File: src/hdl/rwst_pkg.sv
// Purpose: shared constants and types for the redundant word serial transmitter
// Assumes: 200 MHz core clock
// Notes: function codes and timing defaults are plain values
package rwst_pkg;
   localparam int RWST_WORD_W = 12;
   localparam int RWST_FUNC_W = 12;
   localparam int RWST_LINES = 4;
   localparam int RWST_LINE_W = 2;
   localparam int RWST_FIFO_DEPTH = 16;
   // transmit-select code: upper bits match, low bits pick the line
   localparam logic [9:0] RWST_FC_XMIT = 10'h011;
   localparam int RWST_CLK_MHZ = 200;
   // host pulse width for the larger variant
   localparam int RWST_FR_PULSE_NS = 8000;
   localparam int RWST_FR_PULSE_CYC = (RWST_FR_PULSE_NS * RWST_CLK_MHZ) / 1000;
   // data line settling before capture
   localparam int RWST_SETTLE_NS = 50;
   localparam int RWST_SETTLE_CYC = (RWST_SETTLE_NS * RWST_CLK_MHZ + 999) / 1000;
   localparam int RWST_CNT_W = 16;
   localparam logic [RWST_CNT_W-1:0] RWST_DIV_DEF = 16'h0004;
   localparam logic [RWST_CNT_W-1:0] RWST_WGAP_DEF = 16'h0010;
   localparam logic [RWST_CNT_W-1:0] RWST_BGAP_DEF = 16'h0040;
   localparam logic [4:0] RWST_BITS_HALF = 5'h0c;
   localparam logic [4:0] RWST_BITS_WORD = 5'h18;
   typedef enum logic {RWST_LARGE, RWST_SMALL} rwst_variant_t;
endpackage
File: src/hdl/rwst_link_if.sv
// Purpose: parallel channel between host and transmitter
// Assumes: single clock
// Notes: modport per party
`timescale 1ns/1ps
interface rwst_link_if;
   import rwst_pkg::*;
   logic [RWST_FUNC_W-1:0] func_code;
   logic func_ready;
   logic [RWST_WORD_W-1:0] out_data;
   logic out_ready;
   logic out_resume;
   logic block_end;
   modport dev (input func_code, func_ready, out_data, out_ready, block_end, output out_resume);
   modport host (output func_code, func_ready, out_data, out_ready, block_end, input out_resume);
endinterface // rwst_link_if

File: src/hdl/rwst_dev.sv
// Purpose: terminal end: stages host words and sends them as 24-bit redundant serial words
// Assumes: host keeps the channel rules; one clock
// Notes: a FIFO of staged words sits between capture and the serializer
`timescale 1ns/1ps
module rwst_dev #(
   parameter rwst_pkg::rwst_variant_t VARIANT = rwst_pkg::RWST_SMALL,
   parameter int FIFO_DEPTH = rwst_pkg::RWST_FIFO_DEPTH
) (
   // clock and reset
   input wire logic core_clk_i,
   input wire logic rst_n_i,
   // timing adjustments
   input wire logic [rwst_pkg::RWST_CNT_W-1:0] div_half_i,
   input wire logic [rwst_pkg::RWST_CNT_W-1:0] word_gap_adjust_i,
   input wire logic [rwst_pkg::RWST_CNT_W-1:0] block_gap_adjust_i,
   // serial lines
   output logic [rwst_pkg::RWST_LINES-1:0] line_o,
   output logic [rwst_pkg::RWST_LINES-1:0] line_oe_o,
   // status
   output logic xmit_sel_o,
   output logic data_ready_o,
   // link
   rwst_link_if.dev link
);
   import rwst_pkg::*;
   typedef enum logic [2:0] {RWST_D_IDLE, RWST_D_ARM, RWST_D_SYNC, RWST_D_SEND, RWST_D_GAP} rwst_dstate_t;
   rwst_dstate_t st_q, st_d;
   logic xsel_q, xsel_d, res_q, res_d, fres_q, fres_d;
   logic [RWST_LINE_W-1:0] line_q, line_d;
   logic [RWST_CNT_W-1:0] div_q, div_d, gap_q, gap_d;
   logic odd_q, odd_d, even_q, even_d, ph_q, ph_d;
   logic [RWST_CNT_W-1:0] set_q, set_d;
   logic cap_q, cap_d, pend_q, pend_d, took_q, took_d;
   logic [RWST_WORD_W-1:0] stage_q, stage_d, hold_q, hold_d;
   logic blk_q, blk_d, hblk_q, hblk_d;
   logic ten_q, ten_d, sync_q, sync_d, schk_q, schk_d, den_q, den_d, drdy_q, drdy_d, mix_q, mix_d;
   logic [4:0] bit_q, bit_d;
   logic in_rdy, f_valid, f_ready;
   logic [RWST_WORD_W:0] f_data;
   logic fc_hit, cur_bit;
   rwst_fifo #(.WIDTH(RWST_WORD_W + 1), .DEPTH(FIFO_DEPTH)) u_fifo (
      .core_clk_i(core_clk_i),
      .rst_n_i(rst_n_i),
      .in_valid_i(cap_q),
      .in_data_i({blk_q, stage_q}),
      .in_ready_o(in_rdy),
      .out_valid_o(f_valid),
      .out_data_o(f_data),
      .out_ready_i(f_ready)
   );
   always_comb begin
      fc_hit = link.func_code[RWST_FUNC_W-1:RWST_LINE_W] == RWST_FC_XMIT;
      // bit counter runs up from 0 to 23: second half repeats bits in the same order
      cur_bit = hold_q[(bit_q < RWST_BITS_HALF) ? bit_q[3:0] : 4'(bit_q - RWST_BITS_HALF)];
      f_ready = (st_q == RWST_D_ARM) && xsel_q;
      xsel_d = xsel_q;
      line_d = line_q;
      if (link.func_ready) begin
         xsel_d = fc_hit;
         if (fc_hit) begin
            line_d = link.func_code[RWST_LINE_W-1:0];
         end
         fres_d = (VARIANT == RWST_SMALL);
      end else begin
         fres_d = 1'b0;
      end
      // divider: alternating odd and even phase pulses
      div_d = div_q + 1'b1;
      odd_d = 1'b0;
      even_d = 1'b0;
      ph_d = ph_q;
      if (div_q >= div_half_i) begin
         div_d = '0;
         ph_d = !ph_q;
         odd_d = !ph_q;
         even_d = ph_q;
      end
      // capture after settle; stalls while the FIFO is full
      set_d = set_q;
      pend_d = pend_q;
      took_d = took_q;
      cap_d = 1'b0;
      stage_d = stage_q;
      blk_d = blk_q;
      if (link.out_ready && !pend_q && !took_q && !res_q && xsel_q) begin
         pend_d = 1'b1;
         set_d = '0;
      end else if (pend_q) begin
         set_d = set_q + 1'b1;
         if (set_q >= RWST_CNT_W'(RWST_SETTLE_CYC) && in_rdy) begin
            stage_d = link.out_data;
            blk_d = link.block_end;
            cap_d = 1'b1;
            pend_d = 1'b0;
            took_d = 1'b1;
         end
      end
      if (!link.out_ready) begin
         took_d = 1'b0;
      end
      st_d = st_q;
      hold_d = hold_q;
      hblk_d = hblk_q;
      ten_d = ten_q;
      sync_d = sync_q;
      schk_d = schk_q;
      den_d = den_q;
      drdy_d = drdy_q;
      mix_d = mix_q;
      bit_d = bit_q;
      gap_d = gap_q;
      res_d = res_q;
      if (res_q && !link.out_ready) begin
         res_d = 1'b0;
      end
      unique case (st_q)
         RWST_D_IDLE: st_d = RWST_D_ARM;
         RWST_D_ARM: begin
            if (f_valid && xsel_q) begin
               hold_d = f_data[RWST_WORD_W-1:0];
               hblk_d = f_data[RWST_WORD_W];
               st_d = RWST_D_SYNC;
            end
         end
         RWST_D_SYNC: begin
            if (odd_q) begin
               ten_d = 1'b1;
            end
            if (ten_q && even_q) begin
               sync_d = 1'b1;
            end
            if (sync_q && odd_q) begin
               schk_d = 1'b1;
               den_d = 1'b1;
               bit_d = '0;
               mix_d = 1'b1;
               st_d = RWST_D_SEND;
            end
         end
         RWST_D_SEND: begin
            drdy_d = den_q;
            if (even_q) begin
               mix_d = !cur_bit;
            end
            if (odd_q) begin
               mix_d = 1'b1;
               bit_d = bit_q + 1'b1;
               if (bit_q == RWST_BITS_WORD - 5'h01) begin
                  hold_d = '0;
                  stage_d = cap_d ? stage_d : '0;
                  ten_d = 1'b0;
                  sync_d = 1'b0;
                  schk_d = 1'b0;
                  den_d = 1'b0;
                  drdy_d = 1'b0;
                  res_d = 1'b1;
                  gap_d = hblk_q ? block_gap_adjust_i : word_gap_adjust_i;
                  st_d = RWST_D_GAP;
               end
            end
         end
         RWST_D_GAP: begin
            gap_d = gap_q - 1'b1;
            if (gap_q == '0) begin
               st_d = RWST_D_ARM;
            end
         end
         default: st_d = RWST_D_IDLE;
      endcase
      fres_d = fres_d | res_d;
   end
   always_ff @(posedge core_clk_i) begin
      if (!rst_n_i) begin
         st_q <= RWST_D_IDLE;
         xsel_q <= 1'b0;
         res_q <= 1'b0;
         fres_q <= 1'b0;
         line_q <= '0;
         div_q <= '0;
         gap_q <= '0;
         odd_q <= 1'b0;
         even_q <= 1'b0;
         ph_q <= 1'b0;
         set_q <= '0;
         cap_q <= 1'b0;
         pend_q <= 1'b0;
         took_q <= 1'b0;
         stage_q <= '0;
         hold_q <= '0;
         blk_q <= 1'b0;
         hblk_q <= 1'b0;
         ten_q <= 1'b0;
         sync_q <= 1'b0;
         schk_q <= 1'b0;
         den_q <= 1'b0;
         drdy_q <= 1'b0;
         mix_q <= 1'b0;
         bit_q <= '0;
      end else begin
         st_q <= st_d;
         xsel_q <= xsel_d;
         res_q <= res_d;
         fres_q <= fres_d;
         line_q <= line_d;
         div_q <= div_d;
         gap_q <= gap_d;
         odd_q <= odd_d;
         even_q <= even_d;
         ph_q <= ph_d;
         set_q <= set_d;
         cap_q <= cap_d;
         pend_q <= pend_d;
         took_q <= took_d;
         stage_q <= stage_d;
         hold_q <= hold_d;
         blk_q <= blk_d;
         hblk_q <= hblk_d;
         ten_q <= ten_d;
         sync_q <= sync_d;
         schk_q <= schk_d;
         den_q <= den_d;
         drdy_q <= drdy_d;
         mix_q <= mix_d;
         bit_q <= bit_d;
      end
   end
   // per-line drive registers
   logic [RWST_LINES-1:0] ln_q, ln_d, oe_q, oe_d;
   always_comb begin
      for (int i = 0; i < RWST_LINES; i++) begin
         oe_d[i] = den_q && (line_q == RWST_LINE_W'(i));
         ln_d[i] = oe_d[i] && mix_q;
      end
   end
   always_ff @(posedge core_clk_i) begin
      if (!rst_n_i) begin
         ln_q <= '0;
         oe_q <= '0;
      end else begin
         ln_q <= ln_d;
         oe_q <= oe_d;
      end
   end
   assign line_o = ln_q;
   assign line_oe_o = oe_q;
   assign xmit_sel_o = xsel_q;
   assign data_ready_o = drdy_q;
   assign link.out_resume = fres_q;
endmodule // rwst_dev

File: src/hdl/rwst_fifo.sv
// Purpose: valid/ready word buffer
// Assumes: depth is a power of two
// Notes: full and empty from pointer difference
`timescale 1ns/1ps
module rwst_fifo #(
   parameter int WIDTH = 13,
   parameter int DEPTH = 16
) (
   // clock and reset
   input wire logic core_clk_i,
   input wire logic rst_n_i,
   // fill side
   input wire logic in_valid_i,
   input wire logic [WIDTH-1:0] in_data_i,
   output logic in_ready_o,
   // drain side
   output logic out_valid_o,
   output logic [WIDTH-1:0] out_data_o,
   input wire logic out_ready_i
);
   localparam int AW = $clog2(DEPTH);
   logic [WIDTH-1:0] mem_q [DEPTH];
   logic [AW:0] wr_q, wr_d, rd_q, rd_d;
   logic push, pop;
   always_comb begin
      push = in_valid_i && in_ready_o;
      pop = out_valid_o && out_ready_i;
      wr_d = wr_q + (AW+1)'(push);
      rd_d = rd_q + (AW+1)'(pop);
      in_ready_o = (wr_q - rd_q) != (AW+1)'(DEPTH);
      out_valid_o = wr_q != rd_q;
      out_data_o = mem_q[rd_q[AW-1:0]];
   end
   always_ff @(posedge core_clk_i) begin
      if (!rst_n_i) begin
         wr_q <= '0;
         rd_q <= '0;
      end else begin
         wr_q <= wr_d;
         rd_q <= rd_d;
      end
      if (push) begin
         mem_q[wr_q[AW-1:0]] <= in_data_i;
      end
   end
endmodule // rwst_fifo

File: src/flat_wrapper.sv
// flat-port wrapper written by rule: the top's interface ports become plain ports
module rwst_dev_flat import rwst_pkg::*;
#(
   parameter rwst_pkg::rwst_variant_t VARIANT = rwst_pkg::RWST_SMALL,
   parameter int FIFO_DEPTH = rwst_pkg::RWST_FIFO_DEPTH
)
  (core_clk_i, rst_n_i, div_half_i, word_gap_adjust_i, block_gap_adjust_i, line_o, line_oe_o, xmit_sel_o, data_ready_o, link_func_code, link_func_ready, link_out_data, link_out_ready, link_block_end, link_out_resume);
  rwst_link_if link_i ();
  input wire logic core_clk_i;
  input wire logic rst_n_i;
  input wire logic [rwst_pkg::RWST_CNT_W-1:0] div_half_i;
  input wire logic [rwst_pkg::RWST_CNT_W-1:0] word_gap_adjust_i;
  input wire logic [rwst_pkg::RWST_CNT_W-1:0] block_gap_adjust_i;
  output logic [rwst_pkg::RWST_LINES-1:0] line_o;
  output logic [rwst_pkg::RWST_LINES-1:0] line_oe_o;
  output logic xmit_sel_o;
  output logic data_ready_o;
  input wire logic [$bits(link_i.func_code)-1:0] link_func_code;
  input wire logic [$bits(link_i.func_ready)-1:0] link_func_ready;
  input wire logic [$bits(link_i.out_data)-1:0] link_out_data;
  input wire logic [$bits(link_i.out_ready)-1:0] link_out_ready;
  input wire logic [$bits(link_i.block_end)-1:0] link_block_end;
  output wire logic [$bits(link_i.out_resume)-1:0] link_out_resume;
  assign link_i.func_code = link_func_code;
  assign link_i.func_ready = link_func_ready;
  assign link_i.out_data = link_out_data;
  assign link_i.out_ready = link_out_ready;
  assign link_i.block_end = link_block_end;
  assign link_out_resume = link_i.out_resume;
  rwst_dev #(.VARIANT(VARIANT), .FIFO_DEPTH(FIFO_DEPTH)) u_core (.core_clk_i(core_clk_i), .rst_n_i(rst_n_i), .div_half_i(div_half_i), .word_gap_adjust_i(word_gap_adjust_i), .block_gap_adjust_i(block_gap_adjust_i), .line_o(line_o), .line_oe_o(line_oe_o), .xmit_sel_o(xmit_sel_o), .data_ready_o(data_ready_o), .link(link_i));
endmodule
File: config.mk
export PLATFORM = sky130hd
export DESIGN_NAME = rwst_dev_flat
export DESIGN_NICKNAME = d
export VERILOG_FILES = /design/src/hdl/rwst_pkg.sv /design/src/hdl/rwst_link_if.sv /design/src/hdl/rwst_dev.sv /design/src/hdl/rwst_fifo.sv /design/src/flat_wrapper.sv
export SDC_FILE = /design/constraint.sdc
export NUM_CORES = 1
export LEC_CHECK = 0
export ABC_CLOCK_PERIOD_IN_PS = 4160
export BUFFER_PORTS_ARGS = -buffer_cell sky130_fd_sc_hd__buf_2
export CAP_MARGIN = 20
export CORE_ASPECT_RATIO = 1.4
export CORE_MARGIN = 1.5
export CORE_UTILIZATION = 40
export DETAILED_ROUTE_END_ITERATION = 8
export SLEW_MARGIN = 5
export SYNTH_ARGS = -nofsm -noshare
export SYNTH_HDL_FRONTEND = slang
export SYNTH_HIERARCHICAL = 1
export SYNTH_SLANG_ARGS = --single-unit
File: constraint.sdc
create_clock -name core_clk_i -period 4.16 [get_ports core_clk_i]
set_input_delay 0.416 -clock core_clk_i [delete_from_list [all_inputs] [get_ports core_clk_i]]
set_output_delay 0.416 -clock core_clk_i [all_outputs]
set_load 0.02 [all_outputs]
# Word level (Yosys, flattened, before mapping)
# Memories as Yosys holds them, arrays and structs flattened. A register that Yosys moved wholly into a read port is not among the register bits.
# Cells that the tools add are included.
word_totals:
  output_inout_bits: 11
  inputBits: 77
  mem_count: 1
  regBits: 116
  ramBits: 208
mem_list:
  columns: ["memory", "depth", "word_bits", "rd", "rd_ports_with_merged_regs", "write_ports", "line", "text"]
  rows:
  - ["u_core.u_fifo.mem_q", 16, 13, 1, 1, 1, "rwst_fifo.sv:22", "logic [WIDTH-1:0] mem_q [DEPTH];"]
classes:
  muxes: 54
  n_reduce_logical: 47
  order_cmp: 4
  n_eq_ne: 19
  add_sub_neg: 8
  bitwise: 3
op_table:
  columns: ["operator", "n"]
  rows:
  - ["$mux 12", 10]
  - ["$mux 16", 3]
  - ["$add 16x1->16 const B", 2]
  - ["$pmux 16 s2", 1]
  - ["$pmux 12 s2", 1]
  - ["$mux 1", 23]
  - ["$logic_and 1x1->1", 20]
  - ["$ge 16x16->1", 1]
  - ["$ge 16x4->1 const B", 1]
  - ["$logic_not 16->1", 1]
  - ["$sub 16x1->16 const B", 1]
  - ["$mux 3", 5]
  - ["$pmux 3 s5", 1]
  - ["$ne 2x1->1 const B", 6]
  - ["$reduce_and 3->1", 4]
  - ["$reduce_and 4->1", 3]
  - ["$add 5x1->5", 2]
  - ["$eq 10x5->1 const B", 1]
  - ["$mux 5", 2]
  - ["$pmux 5 s2", 1]
  - ["$reduce_and 2->1", 5]
  - ["$mux 4", 2]
  - ["$pmux 1 s2", 4]
  - ["$eq 3x2->1 const B", 2]
  - ["other kinds (23)", 33]

# Depth between registers and ports, before layout
# Gate-level depths: netlist (run 1).
logic_depth:
  word_depth: 10
  ltp_mapped: 15
  depth_no_buf: 13

# Hierarchy
# The synthesis (run 1) kept the hierarchy.
modules_own_cells:
  columns: ["module", "cells_each", "area_each_um2", "n_inst"]
  rows:
  - ["rwst_fifo", 378, 8729.6, 1]
  - ["rwst_dev", 590, 5143.7, 1]

# Worst setup path after synthesis (run 1)
# OpenSTA, ideal clock, no wires.
synth_timing:
  path_kind: "register to register"
  startpoint: "register u_core.u_fifo.rd_q[2]"
  endpoint: "memory u_core.u_fifo.mem_q[12][0] (enable)"
  n_path_buf: 2
  setup_time_ps: 417
  t_required_ps: 3743
  setup_slack_ps: 542
  synth_period_minus_slack_ps: 3618
  stages_incl_launch_ff: 10
  arrival_ps: 3201
  path_cell_list: "dfxtp_1 > clkinv_1 > buf_6 > ha_1 > nand2_1 > o21ba_2 > o211ai_1 > a22oi_2 > buf_6 > nor4_1"
synth_via:
  elab_chain_len: 5
synth_lines:
  columns: ["element", "line", "text"]
  rows:
  - ["start, declared", "rwst_fifo.sv:23", "logic [AW:0] wr_q, wr_d, rd_q, rd_d;"]
  - ["start signal, assigned", "rwst_fifo.sv:40", "rd_q <= rd_d;"]
  - ["$sub 5x5->5", "rwst_fifo.sv:30", "in_ready_o = (wr_q - rd_q) != (AW+1)'(DEPTH);"]
  - ["$ne 5x5->1", "rwst_fifo.sv:30", null]
  - ["$logic_and 1x1->1", "rwst_fifo.sv:26", "push = in_valid_i && in_ready_o;"]
  - ["$mux 1", "rwst_fifo.sv:42", "if (push) begin"]
  - ["$mux 1 (implied by the code)", "rwst_fifo.sv:43", "mem_q[wr_q[AW-1:0]] <= in_data_i;"]
  - ["end, declared", "rwst_fifo.sv:22", null]
# Every way passes these cells.

# Worst setup path after layout (run 1)
layout_timing:
  startpoint: "register u_core.u_fifo.wr_q[0]"
  endpoint: "register u_core.blk_q"
layout_via:
  elab_chain_len: 4
layout_lines:
  columns: ["element", "line", "text"]
  rows:
  - ["start, declared", "rwst_fifo.sv:23", null]
  - ["start signal, assigned", "rwst_fifo.sv:39", "wr_q <= wr_d;"]
  - ["$sub 5x5->5", "rwst_fifo.sv:30", null]
  - ["$ne 5x5->1", "rwst_fifo.sv:30", null]
  - ["named net u_core.in_rdy", "rwst_dev.sv:38", "logic in_rdy, f_valid, f_ready;"]
  - ["$logic_and 1x1->1", "rwst_dev.sv:90", "if (set_q >= RWST_CNT_W'(RWST_SETTLE_CYC) && in_rdy) begin"]
  - ["$reduce_and 3->1 (no line)", null, null]
  - ["end signal, assigned", "rwst_dev.sv:216", "blk_q <= blk_d;"]
  - ["end, declared", "rwst_dev.sv:35", "logic blk_q, blk_d, hblk_q, hblk_d;"]
# The timed path passes the listed nets, and every way through them passes these cells.
# A chain may end at the register's enable or synchronous reset.

==> results of run 1 <==
-- cell usage in the layout, fill, tap and decap left out, types with 6 or more instances in the layout --
cell type | synthesis | layout
a21oi_1 | 39 | 39
a22oi_1 | 13 | 13
a31oi_1 | 8 | 8
and2_1 | 14 | 14
and3_1 | 7 | 7
buf_2 | 11 | 87
buf_4 | 0 | 29
clkbuf_16 | 0 | 30
clkinv_1 | 3 | 6
dfxtp_1 | 116 | 114
edfxtp_1 | 208 | 208
ha_1 | 31 | 31
inv_1 | 28 | 28
mux2i_1 | 21 | 21
mux4_1 | 26 | 26
mux4_2 | 41 | 41
nand2_1 | 57 | 57
nand2b_1 | 10 | 10
nand3_1 | 28 | 28
nand3b_1 | 16 | 16
nand4_1 | 14 | 14
nor2_1 | 80 | 80
nor3_1 | 13 | 13
nor4_2 | 1 | 13
o21ai_0 | 6 | 6
or3_1 | 6 | 6
xnor2_1 | 16 | 16
xor2_1 | 23 | 23
-- per-stage QoR --
step	hold WS, ns	instance area, um^2	utilization [%]
after floorplan	0.437	13900	-
after CTS	0.0585	15900	46.5
after global routing	0.0852	15900	46.5
final	0.0830	15900	46.5
after detailed placement	0.461	14900	43.7
after global placement	0.448	14900	43.7
-- worst max-delay path, delay by kind of cell, from the launching register on --
kind / cells / cell delay [ns]
buf+inv: 4 / 0.84
flops: 1 / 0.64
simple gates: 4 / 0.56
compound gates: 3 / 0.48
fa+ha+maj: 1 / 0.24
mux: 1 / 0.22
-- metal layers --
| metal | wire (um) | vias to the layer above | GRT usage, % |
|---|---|---|---|
| li1 | - | 3941 | - |
| met1 | 11800 | 4096 | 19.2 |
| met2 | 16700 | 196 | 33.2 |
| met3 | 1240 | 53 | 2.27 |
| met4 | 1070 | 0 | 7.27 |
| met5 | 0 | - | 0 |
-- cell families after synthesis --
| family | count (synthesis) | synth area share (%) |
|---|---|---|
| flip-flops | 324 | 61.8 |
| AO/OA/AOI/OAI | 112 | 5.44 |
| XOR/XNOR | 39 | 2.46 |
| AND/OR/NAND/NOR | 292 | 11.0 |
| buffers and inverters | 77 | 3.00 |
| multiplexers | 93 | 13.5 |
| adder cells (fa/ha/maj) | 31 | 2.80 |
-- where the power goes --
part           switching, mW  internal (mW)  total, mW
Sequential           0.00626           3.38       3.39
Combinational         0.0464         0.0451     0.0915
Clock                   1.18           1.50       2.68
-- how the worst min path moves through the flow --
stage,to,slack (ns),depth (start not counted)
finish,u_core/stage_q[3]$_SDFF_PN0_,0.08,3
global route,u_core/stage_q[11]$_SDFF_PN0_,0.09,3
global placement,u_core/ten_q$_SDFFE_PN0P_,0.45,2
detailed placement,u_core/ten_q$_SDFFE_PN0P_,0.46,2
CTS,u_core/stage_q[3]$_SDFF_PN0_,0.06,3
floorplan,u_core/ten_q$_SDFFE_PN0P_,0.44,2
-- Yosys cell counts (all sizes together) (8+ instances only) --
master / n
nor4: 18
mux2i: 21
nand3: 29
inv: 29
nand2b: 10
buf: 25
a31oi: 8
and2: 14
clkbuf: 20
nand4: 14
xnor2: 16
nand3b: 16
ha: 31
a21oi: 39
mux4: 67
dfxtp: 116
nor2: 80
xor2: 23
a22oi: 14
nand2: 57
nor3: 15
edfxtp: 208
-- sequential cells by signal, indices dropped and copies added (netlist names), 2 cells and up --
name	flops
u_core/line_q	2
u_core/gap_q	16
u_core/hold_q	12
u_core/stage_q	12
u_core/line_o	4
u_core/line_oe_o	4
u_core/st_q	3
u_core/u_fifo/mem_q	208
u_core/div_q	16
u_core/set_q	16
u_core/bit_q	5
u_core/u_fifo/wr_q	5
u_core/u_fifo/rd_q	5
-- final cells by class --
cell class	count	area (um^2)
clock inverter	17	156
multi-input combinational	567	4980
fill	2984	18200
tap	451	564
inverter	32	120
timing repair buffer	117	673
clock buffer	38	811
sequential	324	8570
antenna	1	2.50
==> flow_metrics.tcl, run 1 <==
set metrics [dict create \
    status "finished, final reports clean" \
    rr_startpoint "u_core/u_fifo/wr_q[0]$_SDFF_PN0_" \
    r2r_slack_ns 1.01 \
    cts.repair_timing.setup_buffer_count 0 \
    drtPass1Iterations 6 \
    r2r_cells 13 \
    syn_nets 1076 \
    ys_types 73 \
    critical_path_class "reg2reg" \
    antenna_found_initial 1 \
    ys_ff_latch 324 \
    vias 8286 \
    hold_buffers 0 \
    fmax_mhz 318 \
    place_hpwl_um 19800 \
    worst_slew_pin_slew_ns 0.907 \
    finClkSkew_ns 0.0122 \
    min_from "link_out_data[3]" \
    setup_viol 0 \
    syn_inst 968 \
    arrival_ns 3.58 \
    drive_above_1_share_pct 21.8 \
    synth-async-reset-ratio_pct 0 \
    numCtsBuffers 30 \
    pin_count 88 \
    syn_area_per_cell_um2 14.3 \
    io_buffers 87 \
    drc 0 \
    dp_slack_ns 1.07 \
    ys.warnings.count 6 \
    grtUsageTotal_pct 17.4 \
    crit_top_cell "buf_4" \
    clock_path_buffers 3 \
    root_buffer "clkbuf_16" \
    crit_path_start_kind "flip-flop" \
    hold_path.class "in2reg" \
    clkLatencyLatePin_ns 0.57 \
    die-area_um2 35800 \
    slew_headroom_pct 39.5 \
    power_density_nw_per_um2 388 \
    die_w_um 160 \
    dpl.cell_count 1491 \
    path_cells "clkinv_1 > ha_1 > nor2b_1 > o21a_1 > or3_1 > a22oi_2 > buf_4 > inv_2 > nand2_1 > a41oi_2 > buf_4 > mux2i_1 > nor2_1" \
    num_rows 80 \
    synthTopCellsByArea "edfxtp_1 45%, dfxtp_1 17%, mux4_2 6.7%, mux4_1 4.9%, ha_1 2.8%" \
    avgViaCountPerCell 5.36 \
    dieHeight_um 223 \
    cts_tree "yes" \
    postRouteAntennaNets 0 \
    cp-end-kind "flip-flop" \
    cts_sinks 324 \
    syn_area_um2 13900 \
    crit_required_ns 4.59 \
    finalCritPeriodShare_pct 75.6 \
    wl_per_cell_um 19.9 \
    drt_wl_total_um 30800 \
    grt_overflow 0 \
    yosys_most_used_dff "edfxtp_1" \
    htreeDepth 1 \
    cp_max_fo 28 \
    maxCapViolCount 0 \
    startpoint "u_core/u_fifo/wr_q[0]$_SDFF_PN0_" \
    initial_core_util_pct 40.6 \
    fp.coreArea_um2 34100 \
    r2r-end "u_core/blk_q$_SDFFE_PN0P_" \
    fin_total_pwr_mw 6.16 \
    peakVddDrop_v 0.000270 \
    clk_pin_slew_worst_paths_ns 0.07 \
    grt_max_degree 55 \
    cp-endpoint "u_core/blk_q$_SDFFE_PN0P_" \
    rsz0062_at_grt "false" \
    gp_congestion 0.789 \
    leakagePower_nw 5.45 \
    cts_resized 0 \
    yosysTopAreaCellShare_pct 45.0 \
    grt_pass1_vias 8400 \
    maxSlewViolCount 0 \
    fin_crit_ns 3.15 \
    area_delta_synth_final_pct 14.5 \
    grt_first_pass_wirelength_um 47600 \
    drt_iter0_drc 583 \
    finalHoldViolations 0 \
    synth.yosys.seq_area_share_pct 61.8 \
    finalSetupTns_ns 0 \
    cpPeakStageDelay_ns 0.64 \
    synth_edf_count 208 \
    fin_nets 1180 \
    finalWorstSetupSlack_ns 1.01 \
    yosysTopAreaCell "edfxtp_1" \
    stdcell_count 1547 \
    slowest_stage "dfxtp_1" \
]
(Power assumes the default switching activity.)
==> inputs of run 2 (changes only) <==
Settings changed: ABC_CLOCK_PERIOD_IN_PS 4160 to 2740.
Clock period 4.16 ns to 2.74 ns, I/O delays scaled along.
==> run 2 against run 1 <==
  * First-iteration DRC count shrank 3.6%
  * Sequential power grew 52%
  * Register-to-register slack lost 0.74 ns
  * Sequential share of layout area shrank 2.1 points
  * Critical path type unchanged
  * Worst setup slack lost 0.74 ns
  * Largest cell class unchanged
  * Count of clock-buffer cells in the layout shrank 2
  * Utilization grew 1.9 points
==> flow_metrics.tcl, run 2 (synthesis gave the netlist of run 1 again) <==
set metrics [dict create \
    hold_end "u_core/gap_q[6]$_SDFFE_PN0P_" \
    grtUsageTotal_pct 17.7 \
    finClkSkew_ns 0.0154 \
    area_delta_synth_final_pct 19.2 \
    htreeDepth 1 \
    maxSlewViolCount 0 \
    grt_pass1_vias 8706 \
    pin_count 88 \
    final_common_cell "edfxtp_1" \
    die_w_um 160 \
    stdcell_count 1591 \
    num_rows 80 \
    gp_congestion 0.756 \
    drt_iter0_drc 562 \
    clock_path_buffers 3 \
    hold_path_depth 3 \
    vias 8557 \
    finalCritPeriodShare_pct 89.9 \
    slew_headroom_pct 46.9 \
    maxCapViolCount 0 \
    fp.coreArea_um2 34100 \
    cts.repair_timing.setup_buffer_count 0 \
    largest_reg_flops 208 \
    placed_area_um2 15400 \
    postRouteAntennaNets 0 \
    grt_overflow 0 \
    r2r_slack_ns 0.28 \
    drc 0 \
    antenna_found_initial 0 \
    avgViaCountPerCell 5.38 \
    rr_startpoint "u_core/u_fifo/rd_q[1]$_SDFF_PN0_" \
    final_area_um2 16500 \
    cts_tree "yes" \
    die-area_um2 35800 \
    finalHoldViolations 0 \
    wl_per_cell_um 19.7 \
    initial_core_util_pct 40.6 \
    min_from "word_gap_adjust_i[6]" \
    finalWorstSetupSlack_ns 0.278 \
    fin_nets 1225 \
    cp-end-kind "flip-flop" \
    crit_required_ns 3.20 \
    fin_total_pwr_mw 9.40 \
    arrival_ns 2.92 \
    final_cell_mix "208 x edfxtp_1, 113 x dfxtp_1, 87 x buf_2" \
    leakagePower_nw 5.74 \
    fmax_mhz 406 \
    peakVddDrop_v 0.000455 \
    clk_pin_slew_worst_paths_ns 0.07 \
    critical_path_class "reg2reg" \
    cp_max_fo 3 \
    drive_above_1_share_pct 24.0 \
    hold_path.class "in2reg" \
    numCtsBuffers 30 \
    dieHeight_um 223 \
    r2r_cells 13 \
    rsz0062_at_grt "false" \
    io_buffers 87 \
    fin_crit_ns 2.46 \
    power_density_nw_per_um2 569 \
    grt_max_degree 55 \
    drt_wl_total_um 31300 \
    clkLatencyLatePin_ns 0.57 \
    cts_sinks 324 \
    grt_first_pass_wirelength_um 48600 \
    r2r-end "u_core/u_fifo/wr_q[4]$_SDFF_PN0_" \
    status "finished, final reports clean" \
    dp_slack_ns 0.281 \
    dpl.cell_count 1519 \
    setup_viol 0 \
    diodes 0 \
    place_hpwl_um 21200 \
    worst_slew_pin_slew_ns 0.796 \
    drtPass1Iterations 5 \
    root_buffer "clkbuf_16" \
    crit_path_start_kind "flip-flop" \
]
==> run 2: changes by cell type in the layout (fill, tap and decap cells not counted), moves of 3 or more <==
| cell | change |
|---|---|
| nor4_2 | -12 |
| dlygate4sd3_1 | +17 |
| ha_1 | -3 |
| nor4_4 | +12 |
| ha_4 | +3 |
| buf_12 | +7 |
| buf_4 | +21 |
==> run 2: through the flow <==
step | setup TNS, ns | util, % | hold slack [ns]
2_1_floorplan | -4.98 | - | 0.396
3_3_place_gp | 0 | 45.1 | 0.448
3_5_place_dp | 0 | 45.1 | 0.459
4_1_cts | 0 | 48.4 | 0.0267
5_1_grt | 0 | 48.4 | 0.106
6_report | 0 | 48.4 | 0.0476
==> run 2: what timing repair did <==
item                      CTS  global route
hold buffers               17             0
gates resized for setup     0             0
hold endpoints to repair   17             0
==> run 2: metal layers <==
metal | vias to the layer above | part of all wire, % | GRT usage, %
met5 | - | 0 | 0
met4 | 0 | 3.3 | 6.60
met3 | 58 | 3.5 | 2.12
met2 | 174 | 54 | 33.5
met1 | 4295 | 39 | 20.2
li1 | 4030 | - | -
==> run 2: how the worst max path moves through the flow <==
stage	from	end	slack [ns]	cells past startpoint
3_5_place_dp	u_core/u_fifo/rd_q[1]$_SDFF_PN0_	u_core/u_fifo/wr_q[4]$_SDFF_PN0_	0.28	13
2_1_floorplan	u_core/u_fifo/rd_q[1]$_SDFF_PN0_	u_core/u_fifo/wr_q[2]$_SDFF_PN0_	-0.09	14
6_report	u_core/u_fifo/rd_q[1]$_SDFF_PN0_	u_core/u_fifo/wr_q[4]$_SDFF_PN0_	0.28	13
3_3_place_gp	u_core/u_fifo/rd_q[1]$_SDFF_PN0_	u_core/u_fifo/wr_q[4]$_SDFF_PN0_	0.29	13
4_1_cts	u_core/u_fifo/rd_q[1]$_SDFF_PN0_	u_core/stage_q[8]$_SDFF_PN0_	0.26	12
5_1_grt	u_core/u_fifo/rd_q[1]$_SDFF_PN0_	u_core/stage_q[9]$_SDFF_PN0_	0.11	12
==> run 2: report_power, final <==
group          internal (mW)  switching [mW]  total, mW
Combinational         0.0851          0.0763      0.161
Clock                   2.30            1.79       4.09
Sequential              5.14         0.00970       5.14
==> run 2: area by class of cell <==
class | instances | area (um^2)
fill | 2926 | 17600
clock inverter | 19 | 150
inverter | 32 | 133
timing repair buffer | 162 | 1140
clock buffer | 36 | 815
tap | 451 | 564
multi-input combinational | 567 | 5150
sequential | 324 | 8570
==> run 2: worst max-delay path: stages, from the launching register on <==
cell	delay [ns]
dfxtp_2	0.35
inv_4	0.04
ha_4	0.22
nor2b_4	0.13
o21a_1	0.19
or3_1	0.36
a22oi_2	0.27
inv_2	0.06
and2_4	0.14
ha_4	0.16
ha_4	0.15
nand3_1	0.07
xnor2_1	0.06
and2_1	0.15
==> inputs of run 3 (changes only) <==
Settings changed: CTS_BUF_LIST set to sky130_fd_sc_hd__clkbuf_8, HOLD_SLACK_MARGIN set to 0.15.
==> run 3 against run 2 <==
  * Die area is the same
  * Routed wire length is 2.4% higher
  * First-iteration DRC count fell by 3.7%
  * Cell count grew 3.6%
  * Critical path depth did not move
  * Register-to-register slack about the same
  * Critical path type unchanged
  * Critical endpoint unchanged
==> flow_metrics.tcl, run 3 (synthesis gave the netlist of run 1 again) <==
set metrics [dict create \
    initial_core_util_pct 40.6 \
    place_hpwl_um 21200 \
    critical_path_class "reg2reg" \
    power_density_nw_per_um2 564 \
    critPathTopFamily "simple AND/OR/NAND/NOR gates" \
    worst_slew_pin_slew_ns 0.795 \
    fp.coreArea_um2 34100 \
    fin_crit_ns 2.47 \
    cp_num_buf_inv 2 \
    drtPass1Iterations 6 \
    finalSetupTns_ns 0 \
    r2r_cells 13 \
    antenna_found_initial 0 \
    drive_above_1_share_pct 25.0 \
    clock_path_buffers 3 \
    rr_startpoint "u_core/u_fifo/rd_q[1]$_SDFF_PN0_" \
    maxSlewViolCount 0 \
    root_buffer "clkbuf_8" \
    peakVddDrop_v 0.000250 \
    fin_nets 1268 \
    leakagePower_nw 5.94 \
    rsz0062_at_grt "false" \
    clkLatencyLatePin_ns 0.59 \
    wl_per_cell_um 19.4 \
    final_cell_mix "208 x edfxtp_1, 113 x dfxtp_1, 87 x buf_2" \
    finalCritPeriodShare_pct 90.0 \
    slew_headroom_pct 47.0 \
    slowest_stage "or3_1" \
    r2r_slack_ns 0.27 \
    finalHoldViolations 0 \
    setup_viol 0 \
    cp-end-kind "flip-flop" \
    area_delta_synth_final_pct 21.6 \
    numCtsBuffers 47 \
    maxCapViolCount 0 \
    crit_cells 13 \
    hold_path.class "in2reg" \
    status "finished, final reports clean" \
    crit_path_start_kind "flip-flop" \
    grt_pass1_vias 9049 \
    dieHeight_um 223 \
    cpPeakStageDelay_ns 0.36 \
    grt_first_pass_wirelength_um 49700 \
    dpl.cell_count 1519 \
    htreeDepth 2 \
    r2r-end "u_core/u_fifo/wr_q[4]$_SDFF_PN0_" \
    drt_iter0_drc 541 \
    cp_max_fo 3 \
    finClkSkew_ns 0.0354 \
    num-fill-cells 2892 \
    crit_required_ns 3.20 \
    arrival_ns 2.92 \
    clk_pin_slew_worst_paths_ns 0.07 \
    startpoint "u_core/u_fifo/rd_q[1]$_SDFF_PN0_" \
    grtUsageTotal_pct 18.1 \
    die_w_um 160 \
    cts_resized 0 \
    cts_sinks 324 \
    io_buffers 87 \
    postRouteAntennaNets 0 \
    drt_wl_total_um 32100 \
    drc 0 \
    grt_max_degree 55 \
    stdcell_count 1649 \
    avgViaCountPerCell 5.32 \
    fmax_mhz 406 \
    final_common_cell "edfxtp_1" \
    num_rows 80 \
    crit_top_cell "ha_4" \
    cp-endpoint "u_core/u_fifo/wr_q[4]$_SDFF_PN0_" \
    path_cells "inv_4 > ha_4 > nor2b_4 > o21a_1 > or3_1 > a22oi_2 > inv_2 > and2_4 > ha_4 > ha_4 > nand3_1 > xnor2_1 > and2_1" \
    cts.repair_timing.setup_buffer_count 0 \
    die-area_um2 35800 \
    largest_reg_flops 208 \
    diodes 0 \
    vias 8776 \
    cts_tree "yes" \
    pin_count 88 \
    gp_congestion 0.756 \
    grt_overflow 0 \
]
==> run 3: changes by cell type in the layout (fill, tap and decap cells not counted), sizes merged <==
cell	before	now
dlygate4sd3	17	43
clkbuf	36	59
clkinv	12	18
inv	34	38
clkinvlp	3	0
bufinv	2	4
==> run 3: worst min path at each step <==
stage | start | endpoint | depth (start not counted)
floorplan | rst_n_i | u_core/u_fifo/rd_q[1]$_SDFF_PN0_ | 1
global placement | u_core/ten_q$_SDFFE_PN0P_ | u_core/ten_q$_SDFFE_PN0P_ | 2
detailed placement | u_core/data_ready_o$_SDFFE_PN0P_ | u_core/data_ready_o$_SDFFE_PN0P_ | 2
CTS | word_gap_adjust_i[8] | u_core/gap_q[8]$_SDFFE_PN0P_ | 4
global route | word_gap_adjust_i[8] | u_core/gap_q[8]$_SDFFE_PN0P_ | 4
finish | word_gap_adjust_i[0] | u_core/gap_q[0]$_SDFFE_PN0P_ | 4
==> run 3: what timing repair did <==
action,in CTS,in global routing
hold buffers,43,0
hold endpoints to repair,33,0
setup endpoints to repair,0,0
==> run 3: final cells by class <==
cell class,count,area (um^2),area share [%]
timing repair buffer,188,1400,8.31
sequential,324,8570,50.8
clock buffer,59,812,4.81
tap,451,564,3.35
inverter,32,133,0.786
clock inverter,28,226,1.34
multi-input combinational,567,5150,30.6
==> run 3: metrics by stage <==
stage,power (mW),hold slack [ns],util (%),setup WS [ns],cell area [um^2]
2_1_floorplan,5.31,0.396,-,-0.0937,14100
3_3_place_gp,5.39,0.448,45.1,0.293,15400
3_5_place_dp,5.40,0.459,45.1,0.281,15400
4_1_cts,9.64,0.154,49.4,0.266,16900
5_1_grt,9.84,0.183,49.4,0.133,16900
6_report,9.52,0.176,49.4,0.274,16900
==> run 3: routing by layer <==
layer  vias up  global-route usage (%)  wire, um  share of wire [%]
li1       4119                       -         -                  -
met1      4409                    20.3     12500                 39
met2       188                    33.7     17300                 54
met3        60                    3.05      1220                3.8
met4         0                    7.66      1080                3.4
met5         -                       0         0                  0
==> run 3: worst register-to-register path: stages (launching register included) <==
cell and delay [ns]:
dfxtp_2 0.35, inv_4 0.04, ha_4 0.22, nor2b_4 0.13
o21a_1 0.19, or3_1 0.36, a22oi_2 0.28, inv_2 0.07
and2_4 0.15, ha_4 0.16, ha_4 0.15, nand3_1 0.07
xnor2_1 0.06, and2_1 0.15
==> run 3: report_power, final <==
group / internal (mW) / switching, mW / leakage, nW
clock: 2.33 / 1.85 / 0.569
combinational: 0.108 / 0.0822 / 2.52
sequential: 5.14 / 0.00979 / 2.84
